File: src/rsf_regs.svh
// register offsets, field positions, reset values and timing counts of the sensor fault report block
`ifndef RSF_REGS_SVH
`define RSF_REGS_SVH

`define RSF_ADDR_W          8
`define RSF_ADDR_CH0        8'h50
`define RSF_ADDR_CH1        8'h51
`define RSF_WORD_W          20

`define RSF_BIT_FLT         15
`define RSF_BIT_ON          14
`define RSF_LOGICAL_CHANNEL_CODE_CH0        4'h0
`define RSF_LOGICAL_CHANNEL_CODE_CH1        4'h4
`define RSF_LOGICAL_CHANNEL_CODE_RESET      4'h0
`define RSF_EMPTY_BUFFER_FLAG_RESET    1'b1
`define RSF_PAYLOAD_RESET   10'h000

`define RSF_CRC_SEED        3'h7
`define RSF_CRC_POLY        3'h3

`define RSF_CLK_MHZ         10
`define RSF_STB_FILTER_US   100
`define RSF_STB_CYCLES      (`RSF_STB_FILTER_US * `RSF_CLK_MHZ)
`define RSF_QUAL_LIMIT      8

`endif

File: src/rsf_pkg.sv
// types shared by the sensor fault report block
package rsf_pkg;

    // per-channel inputs from the analog front end, decoder and control register
    typedef struct packed {
        logic       cmdOn;        // pulse: control register commands the channel on
        logic       cmdOff;       // pulse: control register commands the channel off
        logic       currentLimit; // level: channel in current limit
        logic       overSupply;   // level: channel voltage above sensor supply voltage
        logic       overGndLeak;  // level: current above ground leak current limit
        logic       overBatLeak;  // level: current above battery leak current limit
        logic       overTemp;     // level: channel overtemperature
        logic       frameValid;   // pulse: valid sensor frame received
        logic       frameError;   // pulse: two start bits then decode or parity error
        logic       fifoEmpty;    // level: receive fifo holds no frame
        logic [9:0] payload;      // sensor payload, valid with frameValid
    } rsf_chan_in_t;

    // fault flags of one channel, most significant first as they sit in the word
    typedef struct packed {
        logic shortToGround;
        logic shortToBattery;
        logic overcurrentFlag;
        logic openSensorFlag;
        logic channelOvertemp;
        logic invalidFrame;
        logic emptyBufferFlag;
    } rsf_flags_t;

endpackage : rsf_pkg

File: src/rsf_top.sv
// fault and status reporting for the two remote sensor channels and their data registers
//
// Summary of operation
// - bits 19..17 of every word read from a mapped address hold a 3-bit crc computed over bits 16..0 of that word; unmapped reads return all zeros.
// - the fault summary bit is one while any of the five fault flags or the empty buffer flag is one.
// - with the fault summary set, bits 9..3 carry ground short, battery short, overcurrent, open, overtemp, invalid, empty.
// - power state sets on an on command and clears on soft reset, off command, ground short or overtemp.
// - each read loads the logical channel code, 0000 for remote unit 0 and 0100 for remote unit 1.
// - ground short is set in current limit, survives reads, clears on soft reset or off command.
// - battery short sets after the filter time above supply and clears on soft reset, read or off command.
// - overcurrent sets from an up/down qualified ground leak comparison and clears on soft reset, read or off.
// - open sensor sets from an up/down qualified battery leak comparison and clears on soft reset, read or off.
// - overtemp sets on an overtemperature condition, survives reads, clears on soft reset or off command.
// - invalid frame sets when a frame with two good start bits then shows a decode or parity error.
// - invalid frame clears on soft reset, read, off command, or when any of the five fault flags sets.
// - empty buffer resets to one and clears on a valid frame or when any of the five fault flags sets.
// - empty buffer sets on a read while the fifo is empty and none of the five fault flags is set.
// - with the fault summary clear, bits 9..0 carry the last sensor payload from the decoder.
`include "rsf_regs.svh"
module rsf_top
    import rsf_pkg::*;
#(
    parameter int unsigned STB_CYCLES = `RSF_STB_CYCLES,
    parameter int unsigned QUAL_LIMIT = `RSF_QUAL_LIMIT
) (
    input  wire logic                   clk_sys,
    input  wire logic                   rst_n,
    input  wire logic                   softStateReset,
    input  wire logic                   warmStateReset,
    input  rsf_chan_in_t                chanIn [2],
    input  wire logic                   rdReq,
    input  wire logic [`RSF_ADDR_W-1:0] rdAddr,
    output logic [`RSF_WORD_W-1:0]      rdData,
    output logic                        rdValid,
    output logic                        rdUnmapped,
    output logic [1:0]                  chanOn
);
    localparam int unsigned SW = $clog2(STB_CYCLES + 1);
    localparam logic [SW-1:0] STB_TOP = SW'(STB_CYCLES);

    // serial crc over the 17 low bits, msb first
    function automatic logic [2:0] crc3(input logic [16:0] d);
        logic [2:0] c;
        logic       fb;
        c = `RSF_CRC_SEED;
        for (int i = 16; i >= 0; i--) begin
            fb = c[2] ^ d[i];
            c  = {c[1:0], 1'b0} ^ (fb ? `RSF_CRC_POLY : 3'h0);
        end
        return c;
    endfunction : crc3

    // both resets restore the same values, so they act as one synchronous clear
    logic                    stateClr;
    logic [1:0]              readCh;
    logic [16:0]             chanLow [2];
    logic [`RSF_WORD_W-1:0]  chanWord [2];
    logic [`RSF_WORD_W-1:0]  rdDataNext;
    logic                    hitAny;

    assign stateClr  = softStateReset | warmStateReset;
    assign readCh[0] = rdReq && (rdAddr == `RSF_ADDR_CH0);
    assign readCh[1] = rdReq && (rdAddr == `RSF_ADDR_CH1);
    assign hitAny    = |readCh;

    genvar ch;
    generate
        for (ch = 0; ch < 2; ch++) begin : g_chan
            localparam logic [3:0] LOGICAL_CHANNEL_CODE = (ch == 0) ? `RSF_LOGICAL_CHANNEL_CODE_CH0 : `RSF_LOGICAL_CHANNEL_CODE_CH1;

            rsf_flags_t     flagsReg;
            rsf_flags_t     flagsNext;
            logic           onReg;
            logic           onNext;
            logic [3:0]     lcidReg;
            logic [3:0]     lcidNext;
            logic [9:0]     payloadReg;
            logic [9:0]     payloadNext;
            logic [SW-1:0]  stbCountReg;
            logic [SW-1:0]  stbCountNext;
            logic           clrCmd;
            logic           rd;
            logic           stgSet;
            logic           stbSet;
            logic           ocSet;
            logic           openSet;
            logic           tempSet;
            logic           faultRise;
            logic           anyFive;
            logic           faultSummary;

            assign clrCmd = stateClr | chanIn[ch].cmdOff;
            assign rd     = readCh[ch];

            // battery short filter: must stay above supply for the full time, any dip restarts it
            assign stbCountNext = (clrCmd || !chanIn[ch].overSupply) ? '0 :
                                  (stbCountReg != STB_TOP) ? stbCountReg + SW'(1) : stbCountReg;
            assign stbSet = chanIn[ch].overSupply && (stbCountReg == STB_TOP) && !clrCmd;

            // current comparators are noisy, so each is qualified by its own up/down counter
            rsf_updown_qual #(.LIMIT(QUAL_LIMIT)) u_oc_qual (
                .clk_sys   (clk_sys),
                .rst_n     (rst_n),
                .clear     (clrCmd),
                .above     (chanIn[ch].overGndLeak),
                .qualified (ocSet)
            );
            rsf_updown_qual #(.LIMIT(QUAL_LIMIT)) u_open_qual (
                .clk_sys   (clk_sys),
                .rst_n     (rst_n),
                .clear     (clrCmd),
                .above     (chanIn[ch].overBatLeak),
                .qualified (openSet)
            );

            assign stgSet  = chanIn[ch].currentLimit && !clrCmd;
            assign tempSet = chanIn[ch].overTemp && !clrCmd;

            // a fault flag going from zero to one
            assign faultRise = (stgSet && !flagsReg.shortToGround) || (stbSet && !flagsReg.shortToBattery) ||
                               (ocSet && !flagsReg.overcurrentFlag) || (openSet && !flagsReg.openSensorFlag) ||
                               (tempSet && !flagsReg.channelOvertemp);

            assign anyFive = flagsReg.shortToGround | flagsReg.shortToBattery | flagsReg.overcurrentFlag |
                             flagsReg.openSensorFlag | flagsReg.channelOvertemp;

            // off command and resets clear; a set arriving with a read clear wins over the read
            assign flagsNext.shortToGround   = stgSet | (flagsReg.shortToGround & ~clrCmd);
            assign flagsNext.shortToBattery  = stbSet | (flagsReg.shortToBattery & ~clrCmd & ~rd);
            assign flagsNext.overcurrentFlag = ocSet | (flagsReg.overcurrentFlag & ~clrCmd & ~rd);
            assign flagsNext.openSensorFlag  = openSet | (flagsReg.openSensorFlag & ~clrCmd & ~rd);
            assign flagsNext.channelOvertemp = tempSet | (flagsReg.channelOvertemp & ~clrCmd);
            // a new electrical fault explains the bad frame, so it cancels the invalid flag
            assign flagsNext.invalidFrame    = ~clrCmd & ~faultRise &
                                               (chanIn[ch].frameError | (flagsReg.invalidFrame & ~rd));
            // empty buffer returns to one on reset, like its power-on value
            assign flagsNext.emptyBufferFlag = stateClr ? `RSF_EMPTY_BUFFER_FLAG_RESET :
                                               (rd && chanIn[ch].fifoEmpty && !anyFive && !faultRise) ? 1'b1 :
                                               (chanIn[ch].frameValid || faultRise) ? 1'b0 :
                                               flagsReg.emptyBufferFlag;

            // power state: automatic turn-off on ground short or overtemp
            assign onNext = (stateClr || chanIn[ch].cmdOff || stgSet || tempSet) ? 1'b0 :
                            chanIn[ch].cmdOn ? 1'b1 : onReg;

            assign lcidNext    = rd ? LOGICAL_CHANNEL_CODE : lcidReg;
            assign payloadNext = stateClr ? `RSF_PAYLOAD_RESET :
                                 chanIn[ch].frameValid ? chanIn[ch].payload : payloadReg;

            assign faultSummary = anyFive | flagsReg.emptyBufferFlag;

            // word built from the present flags, so the read sees them before they clear
            assign chanLow[ch] = faultSummary ?
                                 {1'b0, 1'b1, onReg, lcidNext, flagsReg, 3'h0} :
                                 {1'b0, 1'b0, onReg, lcidNext, payloadReg};
            assign chanWord[ch] = {crc3(chanLow[ch]), chanLow[ch]};

            always_ff @(posedge clk_sys or negedge rst_n) begin
                if (!rst_n) begin
                    flagsReg    <= '{emptyBufferFlag: `RSF_EMPTY_BUFFER_FLAG_RESET, default: 1'b0};
                    onReg       <= 1'b0;
                    lcidReg     <= `RSF_LOGICAL_CHANNEL_CODE_RESET;
                    payloadReg  <= `RSF_PAYLOAD_RESET;
                    stbCountReg <= '0;
                end else begin
                    flagsReg    <= flagsNext;
                    onReg       <= onNext;
                    lcidReg     <= lcidNext;
                    payloadReg  <= payloadNext;
                    stbCountReg <= stbCountNext;
                end
            end

            assign chanOn[ch] = onReg;
        end
    endgenerate

    // read answer: captured word of the addressed channel, zero for any other address
    assign rdDataNext = readCh[0] ? chanWord[0] :
                        readCh[1] ? chanWord[1] : '0;

    always_ff @(posedge clk_sys or negedge rst_n) begin
        if (!rst_n) begin
            rdData     <= '0;
            rdValid    <= 1'b0;
            rdUnmapped <= 1'b0;
        end else begin
            rdData     <= rdReq ? rdDataNext : rdData;
            rdValid    <= rdReq;
            rdUnmapped <= rdReq & ~hitAny;
        end
    end
endmodule : rsf_top

File: src/rsf_updown_qual.sv
// up/down counter that time-qualifies a current comparator level
`include "rsf_regs.svh"
module rsf_updown_qual #(
    parameter int unsigned LIMIT = `RSF_QUAL_LIMIT
) (
    input  wire logic clk_sys,
    input  wire logic rst_n,
    input  wire logic clear,
    input  wire logic above,
    output logic      qualified
);
    localparam int unsigned CW = $clog2(LIMIT + 1);
    localparam logic [CW-1:0] TOP = CW'(LIMIT);

    logic [CW-1:0] countReg;
    logic [CW-1:0] countNext;

    // counts up while above, down otherwise; short glitches cancel out instead of accumulating
    assign countNext = clear ? '0 :
                       (above && countReg != TOP) ? countReg + CW'(1) :
                       (!above && countReg != '0) ? countReg - CW'(1) : countReg;
    assign qualified = (countReg == TOP) && !clear;

    always_ff @(posedge clk_sys or negedge rst_n) begin
        if (!rst_n) countReg <= '0;
        else        countReg <= countNext;
    end
endmodule : rsf_updown_qual
File: config.mk
export PLATFORM = sky130hd
export DESIGN_NAME = rsf_top
export DESIGN_NICKNAME = d
export VERILOG_FILES = /design/src/rsf_pkg.sv /design/src/rsf_top.sv /design/src/rsf_updown_qual.sv
export VERILOG_INCLUDE_DIRS = /design/src
export SDC_FILE = /design/constraint.sdc
export NUM_CORES = 1
export LEC_CHECK = 0
export BUFFER_PORTS_ARGS = -buffer_cell sky130_fd_sc_hd__buf_2
export CAP_MARGIN = 10
export CORE_ASPECT_RATIO = 0.5
export CORE_MARGIN = 1.5
export CORE_UTILIZATION = 35
export CTS_BUF_LIST = sky130_fd_sc_hd__clkbuf_8 sky130_fd_sc_hd__clkbuf_16
export CTS_CLUSTER_DIAMETER = 30
export DETAILED_ROUTE_END_ITERATION = 10
export MAX_ROUTING_LAYER = met4
export SLEW_MARGIN = 10
export SYNTH_ARGS = -nofsm -noshare
export SYNTH_HDL_FRONTEND = slang
export SYNTH_SLANG_ARGS = --single-unit
export TNS_END_PERCENT = 5
File: constraint.sdc
create_clock -name clk_sys -period 2.1 [get_ports clk_sys]
set_input_delay 0.21 -clock clk_sys [delete_from_list [all_inputs] [get_ports clk_sys]]
set_output_delay 0.21 -clock clk_sys [all_outputs]
set_load 0.05 [all_outputs]
* After elaboration in Yosys (flattened, before gate mapping) *
Index checks and enable logic that the tools add are counted.

word-level totals
  register bits = 102
  bits of input ports = 53
  output and inout bits = 24
  logic and storage cells = 339

cells by class
  $add $sub $neg = 10
  eq/ne operators = 14
  mux-type cells = 70
  bitwise logic cells = 121
  reductions and logical operators = 95

operators by type and width
  operator               number
  $xor 3x2->3            32
  $mux 10                8
  $mux 2                 34
  $mux 4                 14
  $mux 20                2
  $logic_and 1x1->1      38
  $mux 16                2
  $xor 1x1->1            32
  $or 1x1->1             25
  $and 1x1->1            23
  $logic_not 1->1        22
  $add 10x1->10 const B  2
  $eq 10x10->1 const B   2
  $ne 10x10->1 const B   2
  $logic_or 1x1->1       18
  $reduce_bool 3->1      6
  $add 4x1->4 const B    4
  $eq 4x4->1 const B     4
  $eq 8x7->1 const B     2
  $ne 4x4->1 const B     4
  $reduce_bool 4->1      4
  $sub 4x1->4 const B    4
  $reduce_bool 2->1      6
  $mux 1                 10
  3 further kinds        10

* Depth between registers and ports, before layout *
Gate-level depths: netlist (run 1).

  word-level depth = 56
  mapped depth = 10
  depth with buffers taken out = 9

* Cells and area by module *
From an unflattened synthesis (run 1), not the netlist that was laid out.

second synthesis, totals
  cell total of the unflattened synthesis = 508
  area, all modules = 5027.3 um^2

by module, submodules not included
  module           instances  cells an instance  area an instance (um^2)  sequential area each (um^2)
  rsf_top          1          396                3911.3                   1929.4
  rsf_updown_qual  4          28                 279.0                    100.1

* Worst setup path before layout (run 1) *
Ideal clock, no wire load.

  path kind = flip-flop to flip-flop
  start point = register g_chan[1].flagsReg[6] in the netlist's numbering
  end point = register rdData[19]
  setup time = 0.133 ns
  arrival = 1.995 ns
  required time = 1.967 ns
  slack = -0.028 ns
  cell stages (with the launch flop) = 8
  path buffers = 0
  clock period less this slack = 2.128 ns
  cell sequence = dfrtp_1 -> or4_4 -> nor3_4 -> mux2i_1 -> xnor2_2 -> xnor2_1 -> xnor2_1 -> o221ai_2

between the ends
  cells in the longest elaborated chain, start to end = 40
  elaborated cells on any way between the ends = 52
  classes of those cells = mux: 17; bitwise: 35

ends and longest elaborated chain
  what                           line            text
  start: declaration             rsf_top.sv:71   rsf_flags_t flagsReg;
  start signal: assignment       rsf_top.sv:166  flagsReg <= flagsNext;
  $or 1x1->1 (3 in series)       rsf_top.sv:124  assign anyFive = flagsReg.shortToGround | flagsReg.shortToBattery | flagsReg.overcurrentFlag |
  $or 1x1->1                     rsf_top.sv:125  flagsReg.openSensorFlag | flagsReg.channelOvertemp;
  $or 1x1->1                     rsf_top.sv:150  assign faultSummary = anyFive | flagsReg.emptyBufferFlag;
  $mux 16 (*)                    rsf_top.sv:153  assign chanLow[ch] = faultSummary ?
  $xor 1x1->1                    rsf_top.sv:47   fb = c[2] ^ d[i];
  $mux 2                         rsf_top.sv:48   c = {c[1:0], 1'b0} ^ (fb ? `RSF_CRC_POLY : 3'h0);
  $xor 3x2->3 (2 in series)      rsf_top.sv:48
  $xor 1x1->1                    rsf_top.sv:47
  [... 19 more ...]              n/a
  $xor 1x1->1                    rsf_top.sv:47
  $mux 2                         rsf_top.sv:48
  $xor 3x2->3 (2 in series)      rsf_top.sv:48
  $xor 1x1->1                    rsf_top.sv:47
  $mux 2                         rsf_top.sv:48
  $xor 3x2->3 (*) (2 in series)  rsf_top.sv:48
  $mux 20 (*)                    rsf_top.sv:180  readCh[1] ? chanWord[1] : '0;
  $mux 20 (*)                    rsf_top.sv:179  assign rdDataNext = readCh[0] ? chanWord[0] :
  end signal: assignment         rsf_top.sv:188  rdData <= rdReq ? rdDataNext : rdData;
  end: declaration               rsf_top.sv:33   output logic [`RSF_WORD_W-1:0] rdData,

Every way passes the cells marked *; elsewhere a longest branch is shown, timed or not.
A chain may end at the register's enable or synchronous reset.

* Worst setup path after layout (run 1) *
Same ends and word-level chain as after synthesis.

==> flow_metrics.tcl, run 1 <==
set metrics [dict create \
    die_height_um 88.7 \
    cp_data_required_time_ps 2320 \
    nets 701 \
    report.final.setup_viol 1 \
    worst_setup_hold_path_clk_slew_ps 70 \
    synthDominantAreaCellType "sky130_fd_sc_hd__dfrtp_1" \
    std_cell_rows 31 \
    clock_sink_count 95 \
    worstSetupStartpoint "g_chan[1].flagsReg[6]" \
    route.antenna.remaining_nets 0 \
    register_to_register_path_setup_slack_ps -10 \
    grt_setup_unrepaired "yes" \
    clk_latency_ps 350 \
    finalHoldViolations 0 \
    dr.first_iter.drc_count 182 \
    postSynthCellCount 524 \
    grt_pass1_wl_um 19700 \
    tritoncts.num_buffers 9 \
    total_half_perimeter_wirelength_after_legalization_and_detailed_placement_um 9020 \
    buffer_ports.inserted 75 \
    routed_via_density 4.84 \
    ioPinCount 77 \
    die_width_um 174 \
    finalWirelength_um 12000 \
    worstSetupEndpointType "register" \
    fmax_mhz 474 \
    yosysSeqAreaShare 0.463 \
    postSynthAreaPerCell_um2 9.82 \
    failed_checks "negative setup slack" \
    worst-setup-path-type "reg -> reg" \
    ys_dominant_reg_cell "sky130_fd_sc_hd__dfrtp_1" \
    vias 4041 \
    finalNonFillerCells 835 \
    post-place-cells 818 \
    r2r.worst_path.cells 7 \
    die_area_um2 15500 \
    worst_ir_drop_vdd_mv 0.401 \
    synth_area_leaders "sky130_fd_sc_hd__dfrtp_1 (45%), sky130_fd_sc_hd__nor2_1 (6.5%), sky130_fd_sc_hd__mux2i_1 (5.8%), sky130_fd_sc_hd__xnor2_1 (4.3%), sky130_fd_sc_hd__xor2_1 (3.9%)" \
    fin_worst_skew_ps 7.51 \
    globalRouteTotalUtil 0.169 \
    max-clock-path-buffers 2 \
    worstPathMaxFanout 3 \
    synthesis.area_um2 5140 \
    synth.net_count 593 \
    synthDominantCellAreaShare 0.452 \
    max-slew-margin-rel 0.569 \
    maximum_number_of_pins_on_one_net_before_global_route_repair 48 \
    grt_pass1_vias 3919 \
    avgRoutedWirePerCell_um 14.4 \
    syn_to_final_growth_pct 23.9 \
    clock-root-buffer "sky130_fd_sc_hd__clkbuf_16" \
    drt_pass_1_iters 4 \
    post_synth_cell_types 56 \
    min_period_ps 2110 \
    synth_edf_count 0 \
    initial_utilization 0.357 \
    layout_setup_ws_ps -11.6 \
    ys.warnings.count 0 \
    hold_path_startpoint "chanIn[33]" \
    tightestPinTransition_ps 647 \
    hold_class "in -> reg" \
    core_area_um2 14400 \
    synth_async_sr_flop_share 1.00 \
    synth_seq_cells 95 \
    static-leakage-power_nw 3.06 \
    clock_tree.htree_level_count 3 \
    status "finished with violations" \
    slew_violations 0 \
    grt_remaining_overflow 0 \
    drive_above_1_share 0.253 \
    worst-endpoint-arrival_ps 2330 \
    number_of_antenna_repair_diodes 0 \
    powerDensity_nw_per_um2 637 \
    tritoncts_clock_tree "built" \
    number_of_antenna_violations_at_the_first_check_in_global_routing 0 \
    worstSetupStartpointType "register" \
    drt_drc_violations_left 0 \
    layout_worst_path_cycle_share 1.01 \
    max_cap_viol_count 0 \
    worstReg2RegStart "g_chan[1].flagsReg[6]" \
    totalNegativeSetupSlack_ps -11.6 \
    gp_congestion 0.822 \
    min_delay_path_depth 2 \
]
-- cell usage in the layout (no fill, tap or decap), types with 3 or more instances in the layout --
master / instances
sky130_fd_sc_hd__o21ai_0: 12
sky130_fd_sc_hd__a21o_1: 6
sky130_fd_sc_hd__nor2b_1: 9
sky130_fd_sc_hd__o2bb2ai_1: 3
sky130_fd_sc_hd__a21oi_1: 26
sky130_fd_sc_hd__nor2_1: 89
sky130_fd_sc_hd__o221ai_1: 3
sky130_fd_sc_hd__dfrtp_1: 92
sky130_fd_sc_hd__xor2_1: 23
sky130_fd_sc_hd__buf_2: 74
sky130_fd_sc_hd__mux2i_1: 29
sky130_fd_sc_hd__xnor2_1: 25
sky130_fd_sc_hd__or3_1: 7
sky130_fd_sc_hd__nand4_1: 3
sky130_fd_sc_hd__a22oi_1: 4
sky130_fd_sc_hd__inv_1: 23
sky130_fd_sc_hd__and2_1: 5
sky130_fd_sc_hd__a211oi_1: 10
sky130_fd_sc_hd__nand2_1: 43
sky130_fd_sc_hd__a21oi_2: 3
sky130_fd_sc_hd__nor3_1: 7
sky130_fd_sc_hd__buf_4: 40
sky130_fd_sc_hd__nor3_2: 4
sky130_fd_sc_hd__nor4_1: 4
sky130_fd_sc_hd__clkbuf_16: 9
sky130_fd_sc_hd__ha_1: 12
sky130_fd_sc_hd__fa_1: 4
sky130_fd_sc_hd__nand3_1: 16
-- registers in the layout, indices dropped and copies added (netlist names) --
signal and cells:
g_chan.stbCountReg 20, g_chan.u_open_qual.countReg 8, g_chan.u_oc_qual.countReg 8, g_chan.flagsReg 14, g_chan.lcidReg 2, rdValid 1
g_chan.onReg 2, g_chan.payloadReg 20, rdData 19, rdUnmapped 1
-- critical path, stage by stage, from the launching register on --
cell,delay (ps)
sky130_fd_sc_hd__dfrtp_1,370
sky130_fd_sc_hd__or4_4,570
sky130_fd_sc_hd__nor3_4,170
sky130_fd_sc_hd__mux2i_2,310
sky130_fd_sc_hd__xnor2_2,150
sky130_fd_sc_hd__xnor2_1,150
sky130_fd_sc_hd__xnor2_1,160
sky130_fd_sc_hd__o221ai_2,110
-- routing by layer --
layer,track usage,vias up,wire length (um)
met1,0.217,1941,5720
met2,0.277,73,5740
met3,0.0335,10,459
met5,-,-,0
li1,-,2017,-
met4,0.0400,0,101
-- report_power, final --
part | internal, mW | switching (mW) | total, mW | leakage, nW
clock network | 0.986 | 0.707 | 1.69 | 0.152
registers | 1.86 | 0.0323 | 1.89 | 1.30
logic | 0.211 | 0.261 | 0.472 | 1.60
total | 3.06 | 1.00 | 4.06 | 3.06
-- kinds of logic after synthesis --
kind of cell             share of synthesized area
XOR/XNOR                                     0.102
buffers and inverters                       0.0423
flip-flops                                   0.463
multiplexers                                0.0627
AO/OA/AOI/OAI                                0.108
AND/OR/NAND/NOR                              0.176
adder cells (fa/ha/maj)                     0.0447
other                                     0.000729
-- synth_stat cells (3+ instances only) --
cell	instances
sky130_fd_sc_hd__o21ai_0	12
sky130_fd_sc_hd__ha_1	12
sky130_fd_sc_hd__nor2b_1	9
sky130_fd_sc_hd__inv_1	23
sky130_fd_sc_hd__a22oi_1	4
sky130_fd_sc_hd__mux2i_1	30
sky130_fd_sc_hd__buf_4	4
sky130_fd_sc_hd__nand4_1	3
sky130_fd_sc_hd__or3_1	7
sky130_fd_sc_hd__clkbuf_1	13
sky130_fd_sc_hd__nor3_1	11
sky130_fd_sc_hd__o2bb2ai_1	3
sky130_fd_sc_hd__a21o_1	6
sky130_fd_sc_hd__xnor2_1	25
sky130_fd_sc_hd__nor2_1	89
sky130_fd_sc_hd__fa_1	4
sky130_fd_sc_hd__nor4_1	6
sky130_fd_sc_hd__a21oi_1	30
sky130_fd_sc_hd__o221ai_1	3
sky130_fd_sc_hd__a211oi_1	11
sky130_fd_sc_hd__dfrtp_1	93
sky130_fd_sc_hd__and2_1	5
sky130_fd_sc_hd__xor2_1	23
sky130_fd_sc_hd__nand3_1	16
sky130_fd_sc_hd__nand2_1	43
-- layout make-up --
type,instances,area (um^2)
clock buffers,11,253
clock inverters,5,56.3
fillers,1384,8050
inverters,23,86.3
multi-input cells,385,2620
flip-flops and latches,95,2380
well taps,198,248
repair buffers,118,732
-- timing repair --
action	CTS	global route
buffers inserted	0	0
hold buffers	1	0
pin swaps	0	4
hold endpoints to repair	43	0
endpoints found under the setup margin	2	11
gates resized for setup	1	15
-- stage by stage --
step | area, um^2 | setup WS (ps) | total power [mW] | hold WS, ps | util
6_report | 6370 | -11.6 | 4.06 | 50.3 | 0.442
5_1_grt | 6370 | -96.0 | 4.24 | 47.6 | 0.442
4_1_cts | 6310 | -17.7 | 4.10 | 44.6 | 0.437
3_5_place_dp | 5980 | -16.4 | 2.39 | 285 | 0.415
3_3_place_gp | 5980 | 7.08 | 2.38 | 286 | 0.415
2_1_floorplan | 5150 | -7.30 | 2.19 | -85.6 | -
-- path summary, 6_finish.rpt --
kind                                      endpoint
setup / recovery                        rdData[19]
hold / removal                     g_chan[0].onReg
setup reg to reg                        rdData[19]
hold reg to reg                          rdData[7]
max in group asynchronous  g_chan[1].payloadReg[4]
min in group asynchronous  g_chan[0].payloadReg[8]
Note: power is estimated with default switching activity, not from simulation.
==> run 2, diff against run 1 <==
--- a/config.mk
+++ b/config.mk
@@ -15,6 +15,7 @@
 export CTS_CLUSTER_DIAMETER = 30
 export DETAILED_ROUTE_END_ITERATION = 10
 export MAX_ROUTING_LAYER = met4
+export SETUP_SLACK_MARGIN = 0.5
 export SLEW_MARGIN = 10
 export SYNTH_ARGS = -nofsm -noshare
 export SYNTH_HDL_FRONTEND = slang
==> run 2 against run 1 <==
Compared with the run above:
- the run still ends with negative setup slack left
- combinational power grew 7.8%
- critical path depth stayed put
- cell area grew 3.7%
- global-route usage up 0.19 points
- worst hold slack worse by 0.62 ps
- setup slack barely moved
- sequential share of layout area shrank 1.3 points
- power rose by 0.88%
- fmax is essentially flat
- register-to-register slack hardly changed
- largest power group unchanged
==> flow_metrics.tcl, run 2 (synthesized netlist as in run 1, its figures left out) <==
set metrics [dict create \
    status "finished with violations" \
    failed_checks "negative setup slack" \
    worst-endpoint-arrival_ps 2330 \
    worst-setup-path-type "reg -> reg" \
    critical_path.reg2reg.endpoint "rdData[19]" \
    hold_class "in -> reg" \
    worstPathMaxFanout 3 \
    worst_setup_hold_path_clk_slew_ps 70 \
    std_cell_rows 31 \
    die_area_um2 15500 \
    nets 701 \
    seq_power_share 0.463 \
    powerDensity_nw_per_um2 620 \
    tightestPinTransition_ps 646 \
    cp_max_delay_cell "sky130_fd_sc_hd__or4_4" \
    commonest_non_fill_non_tap_cells_in_the_layout "sky130_fd_sc_hd__dfrtp_1 (90), sky130_fd_sc_hd__nor2_1 (85), sky130_fd_sc_hd__buf_2 (74)" \
    worstSetupEndpointType "register" \
    vias 4062 \
    gr-usage-met1 0.217 \
    grt_setup_unrepaired "yes" \
    cpMostUsedCell "sky130_fd_sc_hd__xnor2_1" \
    globalRouteTotalUtil 0.171 \
    clock_tree.htree_level_count 3 \
    r2r.worst_path.cells 7 \
    total_switching_power_mw 1.02 \
    die_width_um 174 \
    hold_path_startpoint "chanIn[37]" \
    place_worst_setup_slack_ps -16.4 \
    total_half_perimeter_wirelength_after_legalization_and_detailed_placement_um 9020 \
    drive_above_1_share 0.311 \
    finalHoldViolations 0 \
    maximum_number_of_pins_on_one_net_before_global_route_repair 48 \
    dr.first_iter.drc_count 181 \
    routed_via_density 4.86 \
    max-clock-path-buffers 2 \
    tritoncts_clock_tree "built" \
    route.antenna.remaining_nets 0 \
    setup_fix_bufs_post_cts 0 \
    layout_worst_path_cycle_share 1.01 \
    ioPinCount 77 \
    reg_top3 "g_chan.payloadReg: 20 flops, g_chan.stbCountReg: 20 flops, rdData: 19 flops" \
    clock_sink_count 95 \
    worst_ir_drop_vdd_mv 0.401 \
    core_area_um2 14400 \
    power.switching_fraction 0.248 \
    fmax_mhz 473 \
    path_cells "or4_4 -> nor3_4 -> mux2i_2 -> xnor2_2 -> xnor2_1 -> xnor2_1 -> o221ai_2" \
    gp_congestion 0.822 \
    grt.met3_usage 0.0331 \
    grt_pass1_vias 3988 \
    layout_setup_ws_ps -12.0 \
    power.share.clock 0.412 \
    grt_pass1_wl_um 20000 \
    finalWirelength_um 12300 \
    number_of_antenna_violations_at_the_first_check_in_global_routing 0 \
    syn_to_final_growth_pct 28.5 \
    die_height_um 88.7 \
    worstReg2RegStart "g_chan[1].flagsReg[6]" \
    min_period_ps 2110 \
    drt_drc_violations_left 0 \
    fin_worst_skew_ps 6.66 \
    buffer_ports.inserted 75 \
    report.final.setup_viol 1 \
    tritoncts.num_buffers 9 \
    max_cap_viol_count 0 \
    power.internal_mw 3.08 \
    cp_data_required_time_ps 2320 \
    timing.critical_path.slowest_cell_delay_ps 570 \
    avgRoutedWirePerCell_um 14.7 \
    number_of_antenna_repair_diodes 0 \
    register_to_register_path_setup_slack_ps -10 \
    clk_latency_ps 350 \
    finish.utilization 0.458 \
    mostFrequentLayoutCell "sky130_fd_sc_hd__dfrtp_1" \
    initial_utilization 0.357 \
    grt-busiest-layer "met2" \
    clock-root-buffer "sky130_fd_sc_hd__clkbuf_16" \
    worstSetupStartpoint "g_chan[1].flagsReg[6]" \
    comb_power_share 0.124 \
    worstSetupStartpointType "register" \
    static-leakage-power_nw 3.07 \
    grt_remaining_overflow 0 \
    drt_pass_1_iters 4 \
    endpoint_of_the_worst_setup_timing_path "rdData[19]" \
    max-slew-margin-rel 0.569 \
    slew_violations 0 \
    globalRouteMet2Util 0.283 \
]
==> run 2: cell counts in the layout (fill, tap and decap cells not counted) <==
No cell type changed its count.
==> run 2: power by group through the flow <==
stage	Combinational (mW)	Clock, mW	Sequential (mW)
2_1_floorplan	0.255	0	1.93
3_3_place_gp	0.457	0	1.93
3_5_place_dp	0.465	0	1.93
4_1_cts	0.496	1.73	1.90
5_1_grt	0.564	1.81	1.90
6_report	0.509	1.69	1.90
==> run 2: how the worst min path moves through the flow <==
stage,end,cells after the start
after floorplan,g_chan[0].flagsReg[1],0
after detailed placement,g_chan[0].payloadReg[2],1
after global placement,g_chan[0].payloadReg[2],1
after global routing,g_chan[0].onReg,2
after CTS,g_chan[0].onReg,2
final,g_chan[0].onReg,2
==> run 2: layout make-up <==
class	count	area (um^2)
Clock inverter	5	56.3
Timing Repair Buffer	118	751
Tap cell	198	248
Fill cell	1353	7820
Clock buffer	11	253
Sequential cell	95	2380
Inverter	23	91.3
Multi-Input combinational cell	385	2830
==> run 2: stage by stage <==
stage | cell area, um^2 | setup TNS [ps] | instances | power [mW] | hold WS (ps)
floorplan | 5150 | -7.30 | 524 | 2.19 | -85.6
global placement | 5980 | 0 | 818 | 2.38 | 286
detailed placement | 5980 | -16.4 | 818 | 2.39 | 285
CTS | 6490 | -17.7 | 835 | 4.13 | 44.6
global route | 6610 | -255 | 835 | 4.28 | 47.6
finish | 6610 | -12.0 | 835 | 4.10 | 49.7
==> run 2: worst max-delay path, delay by kind of cell (launching register included) <==
| kind | cells | cell delay, ps |
|---|---|---|
| xor+xnor | 3 | 460 |
| flops | 1 | 370 |
| simple gates | 2 | 740 |
| mux | 1 | 310 |
| compound gates | 1 | 110 |
==> run 2: metal layers <==
layer / wire, um / vias to the layer above / share of wire
li1: - / 2020 / -
met4: 117 / 0 / 0.0095
met3: 345 / 11 / 0.028
met1: 5860 / 1969 / 0.48
met2: 5930 / 62 / 0.48
met5: 0 / - / 0
==> run 2: timing repair <==
| item | in CTS | in global routing |
|---|---|---|
| hold buffers | 1 | 0 |
| endpoints found under the setup margin | 28 | 33 |
| endpoints found under the hold margin | 43 | 0 |
| pin swaps | 47 | 50 |
| gates resized for setup | 41 | 29 |
==> run 3, diff against run 2 <==
--- a/config.mk
+++ b/config.mk
@@ -15,6 +15,7 @@
 export CTS_CLUSTER_DIAMETER = 30
 export DETAILED_ROUTE_END_ITERATION = 10
 export MAX_ROUTING_LAYER = met4
+export RECOVER_POWER = 100
 export SETUP_SLACK_MARGIN = 0.5
 export SLEW_MARGIN = 10
 export SYNTH_ARGS = -nofsm -noshare
==> run 3 against run 2 <==
Compared with the run above:
- the flow still finishes with violations (negative setup slack)
- count of clock-buffer cells in the layout stayed put
- combinational power is 3% lower
- power decreased by 0.37%
- via count shrank 0.64%
- first-iteration DRC count increased by 2.2%
- die area did not move
- critical path depth stayed put
- sequential power is essentially flat
- global-route usage stayed put
==> flow_metrics.tcl, run 3 (synthesized netlist as in run 1, its figures left out) <==
set metrics [dict create \
    report.final.setup_viol 1 \
    worstPathMaxFanout 3 \
    max-clock-path-buffers 2 \
    powerDensity_nw_per_um2 632 \
    failed_checks "negative setup slack" \
    initial_utilization 0.357 \
    power.switching_fraction 0.249 \
    min_period_ps 2110 \
    cp_data_required_time_ps 2320 \
    finish.utilization 0.448 \
    hold_class "in -> reg" \
    layout_worst_path_cycle_share 1.01 \
    worstSetupEndpointType "register" \
    fillerInstances 1393 \
    clock-root-buffer "sky130_fd_sc_hd__clkbuf_16" \
    drive_above_1_share 0.237 \
    route.antenna.remaining_nets 0 \
    tritoncts_clock_tree "built" \
    clock_tree.htree_level_count 3 \
    vias 4036 \
    routed_via_density 4.83 \
    die_height_um 88.7 \
    mostFrequentLayoutCell "sky130_fd_sc_hd__dfrtp_1" \
    commonest_non_fill_non_tap_cells_in_the_layout "sky130_fd_sc_hd__dfrtp_1 (92), sky130_fd_sc_hd__nor2_1 (85), sky130_fd_sc_hd__buf_2 (51)" \
    slew_violations 0 \
    nets 701 \
    number_of_antenna_violations_at_the_first_check_in_global_routing 0 \
    reg_top3 "g_chan.payloadReg: 20 flops, g_chan.stbCountReg: 20 flops, rdData: 19 flops" \
    grt_pass1_vias 3988 \
    layout_setup_ws_ps -10.6 \
    comb_power_share 0.121 \
    std_cell_rows 31 \
    fmax_mhz 474 \
    status "finished with violations" \
    globalRouteTotalUtil 0.171 \
    total_switching_power_mw 1.02 \
    clk_latency_ps 350 \
    clock_sink_count 95 \
    dr.first_iter.drc_count 185 \
    static-leakage-power_nw 2.90 \
    die_width_um 174 \
    tightestPinTransition_ps 1190 \
    total_half_perimeter_wirelength_after_legalization_and_detailed_placement_um 9020 \
    fin_worst_skew_ps 6.89 \
    tritoncts.num_buffers 9 \
    buffer_ports.inserted 75 \
    worst-setup-path-type "reg -> reg" \
    power.share.clock 0.415 \
    worstSetupStartpointType "register" \
    drt_pass_1_iters 5 \
    worst-endpoint-arrival_ps 2330 \
    grt_setup_unrepaired "yes" \
    core_area_um2 14400 \
    gp_congestion 0.822 \
    post-place-cells 818 \
    maximum_number_of_pins_on_one_net_before_global_route_repair 48 \
    seq_power_share 0.465 \
    ioPinCount 77 \
    max_cap_viol_count 0 \
    syn_to_final_growth_pct 25.5 \
    number_of_antenna_repair_diodes 0 \
    avgRoutedWirePerCell_um 14.7 \
    power.internal_mw 3.06 \
    finalWirelength_um 12300 \
    grt_remaining_overflow 0 \
    grt_pass1_wl_um 20000 \
    die_area_um2 15500 \
    finalHoldViolations 0 \
    drt_drc_violations_left 0 \
    worst_ir_drop_vdd_mv 0.403 \
    max-slew-margin-rel 0.207 \
    worst_setup_hold_path_clk_slew_ps 70 \
    finalNonFillerCells 835 \
]
run 3: cell count changes in the layout (fill, tap and decap cells not counted), sizes merged:
| cell | before | now |
|---|---|---|
| buf | 117 | 80 |
| clkbuf | 11 | 48 |
run 3: critical path, stage by stage (launching register included):
cell and delay, ps:
sky130_fd_sc_hd__dfrtp_1 370, sky130_fd_sc_hd__or4_4 570, sky130_fd_sc_hd__nor3_4 170, sky130_fd_sc_hd__mux2i_2 310
sky130_fd_sc_hd__xnor2_2 150, sky130_fd_sc_hd__xnor2_1 150, sky130_fd_sc_hd__xnor2_1 160, sky130_fd_sc_hd__o221ai_2 110
run 3: final timing paths:
check / slack (ps) / endpoint / cells after the start / startpoint
max in group asynchronous: 310 / g_chan[1].u_oc_qual.countReg[3] / 3 / rst_n
min in group asynchronous: 640 / g_chan[0].payloadReg[2] / 2 / rst_n
min reg2reg: 490 / rdData[7] / 1 / rdData[7]
min: 50 / g_chan[0].onReg / 2 / chanIn[37]
max reg2reg: -10 / rdData[19] / 7 / g_chan[1].flagsReg[6]
max: -10 / rdData[19] / 7 / g_chan[1].flagsReg[6]
run 3: stage by stage:
stage	instance area (um^2)	setup TNS, ps	hold slack (ps)	total power, mW	setup slack [ps]
3_3_place_gp	5980	0	286	2.38	7.08
4_1_cts	6490	-17.7	44.6	4.13	-17.7
3_5_place_dp	5980	-16.4	285	2.39	-16.4
5_1_grt	6460	-552	47.6	4.26	-105
6_report	6460	-10.6	50.2	4.08	-10.6
2_1_floorplan	5150	-7.30	-85.6	2.19	-7.30
run 3: repair_timing:
action / CTS / global route
hold endpoints to repair: 43 / 0
pin swaps: 47 / 50
hold buffers: 1 / 0
setup buffers: 0 / 0
setup endpoints to repair: 28 / 33
resized for setup: 41 / 29
run 3: cell type report:
type	instances	area, um^2	area share
clock inverter	5	56.3	0.00872
clock buffer	11	253	0.0391
inverter	23	91.3	0.0141
tap	198	248	0.0384
timing repair buffer	118	649	0.101
multi-input combinational	385	2780	0.430
sequential	95	2380	0.369
run 3: routing by layer:
layer,track usage,part of all wire,vias up
li1,-,-,2014
met1,0.217,0.47,1950
met2,0.283,0.48,61
met3,0.0331,0.037,11
met4,0.0431,0.011,0
met5,-,0,-
run 3: power groups by stage:
stage / clock [mW] / sequential [mW] / combinational (mW)
5_1_grt: 1.81 / 1.90 / 0.547
6_report: 1.69 / 1.90 / 0.493
3_3_place_gp: 0 / 1.93 / 0.457
4_1_cts: 1.73 / 1.90 / 0.496
2_1_floorplan: 0 / 1.93 / 0.255
3_5_place_dp: 0 / 1.93 / 0.465
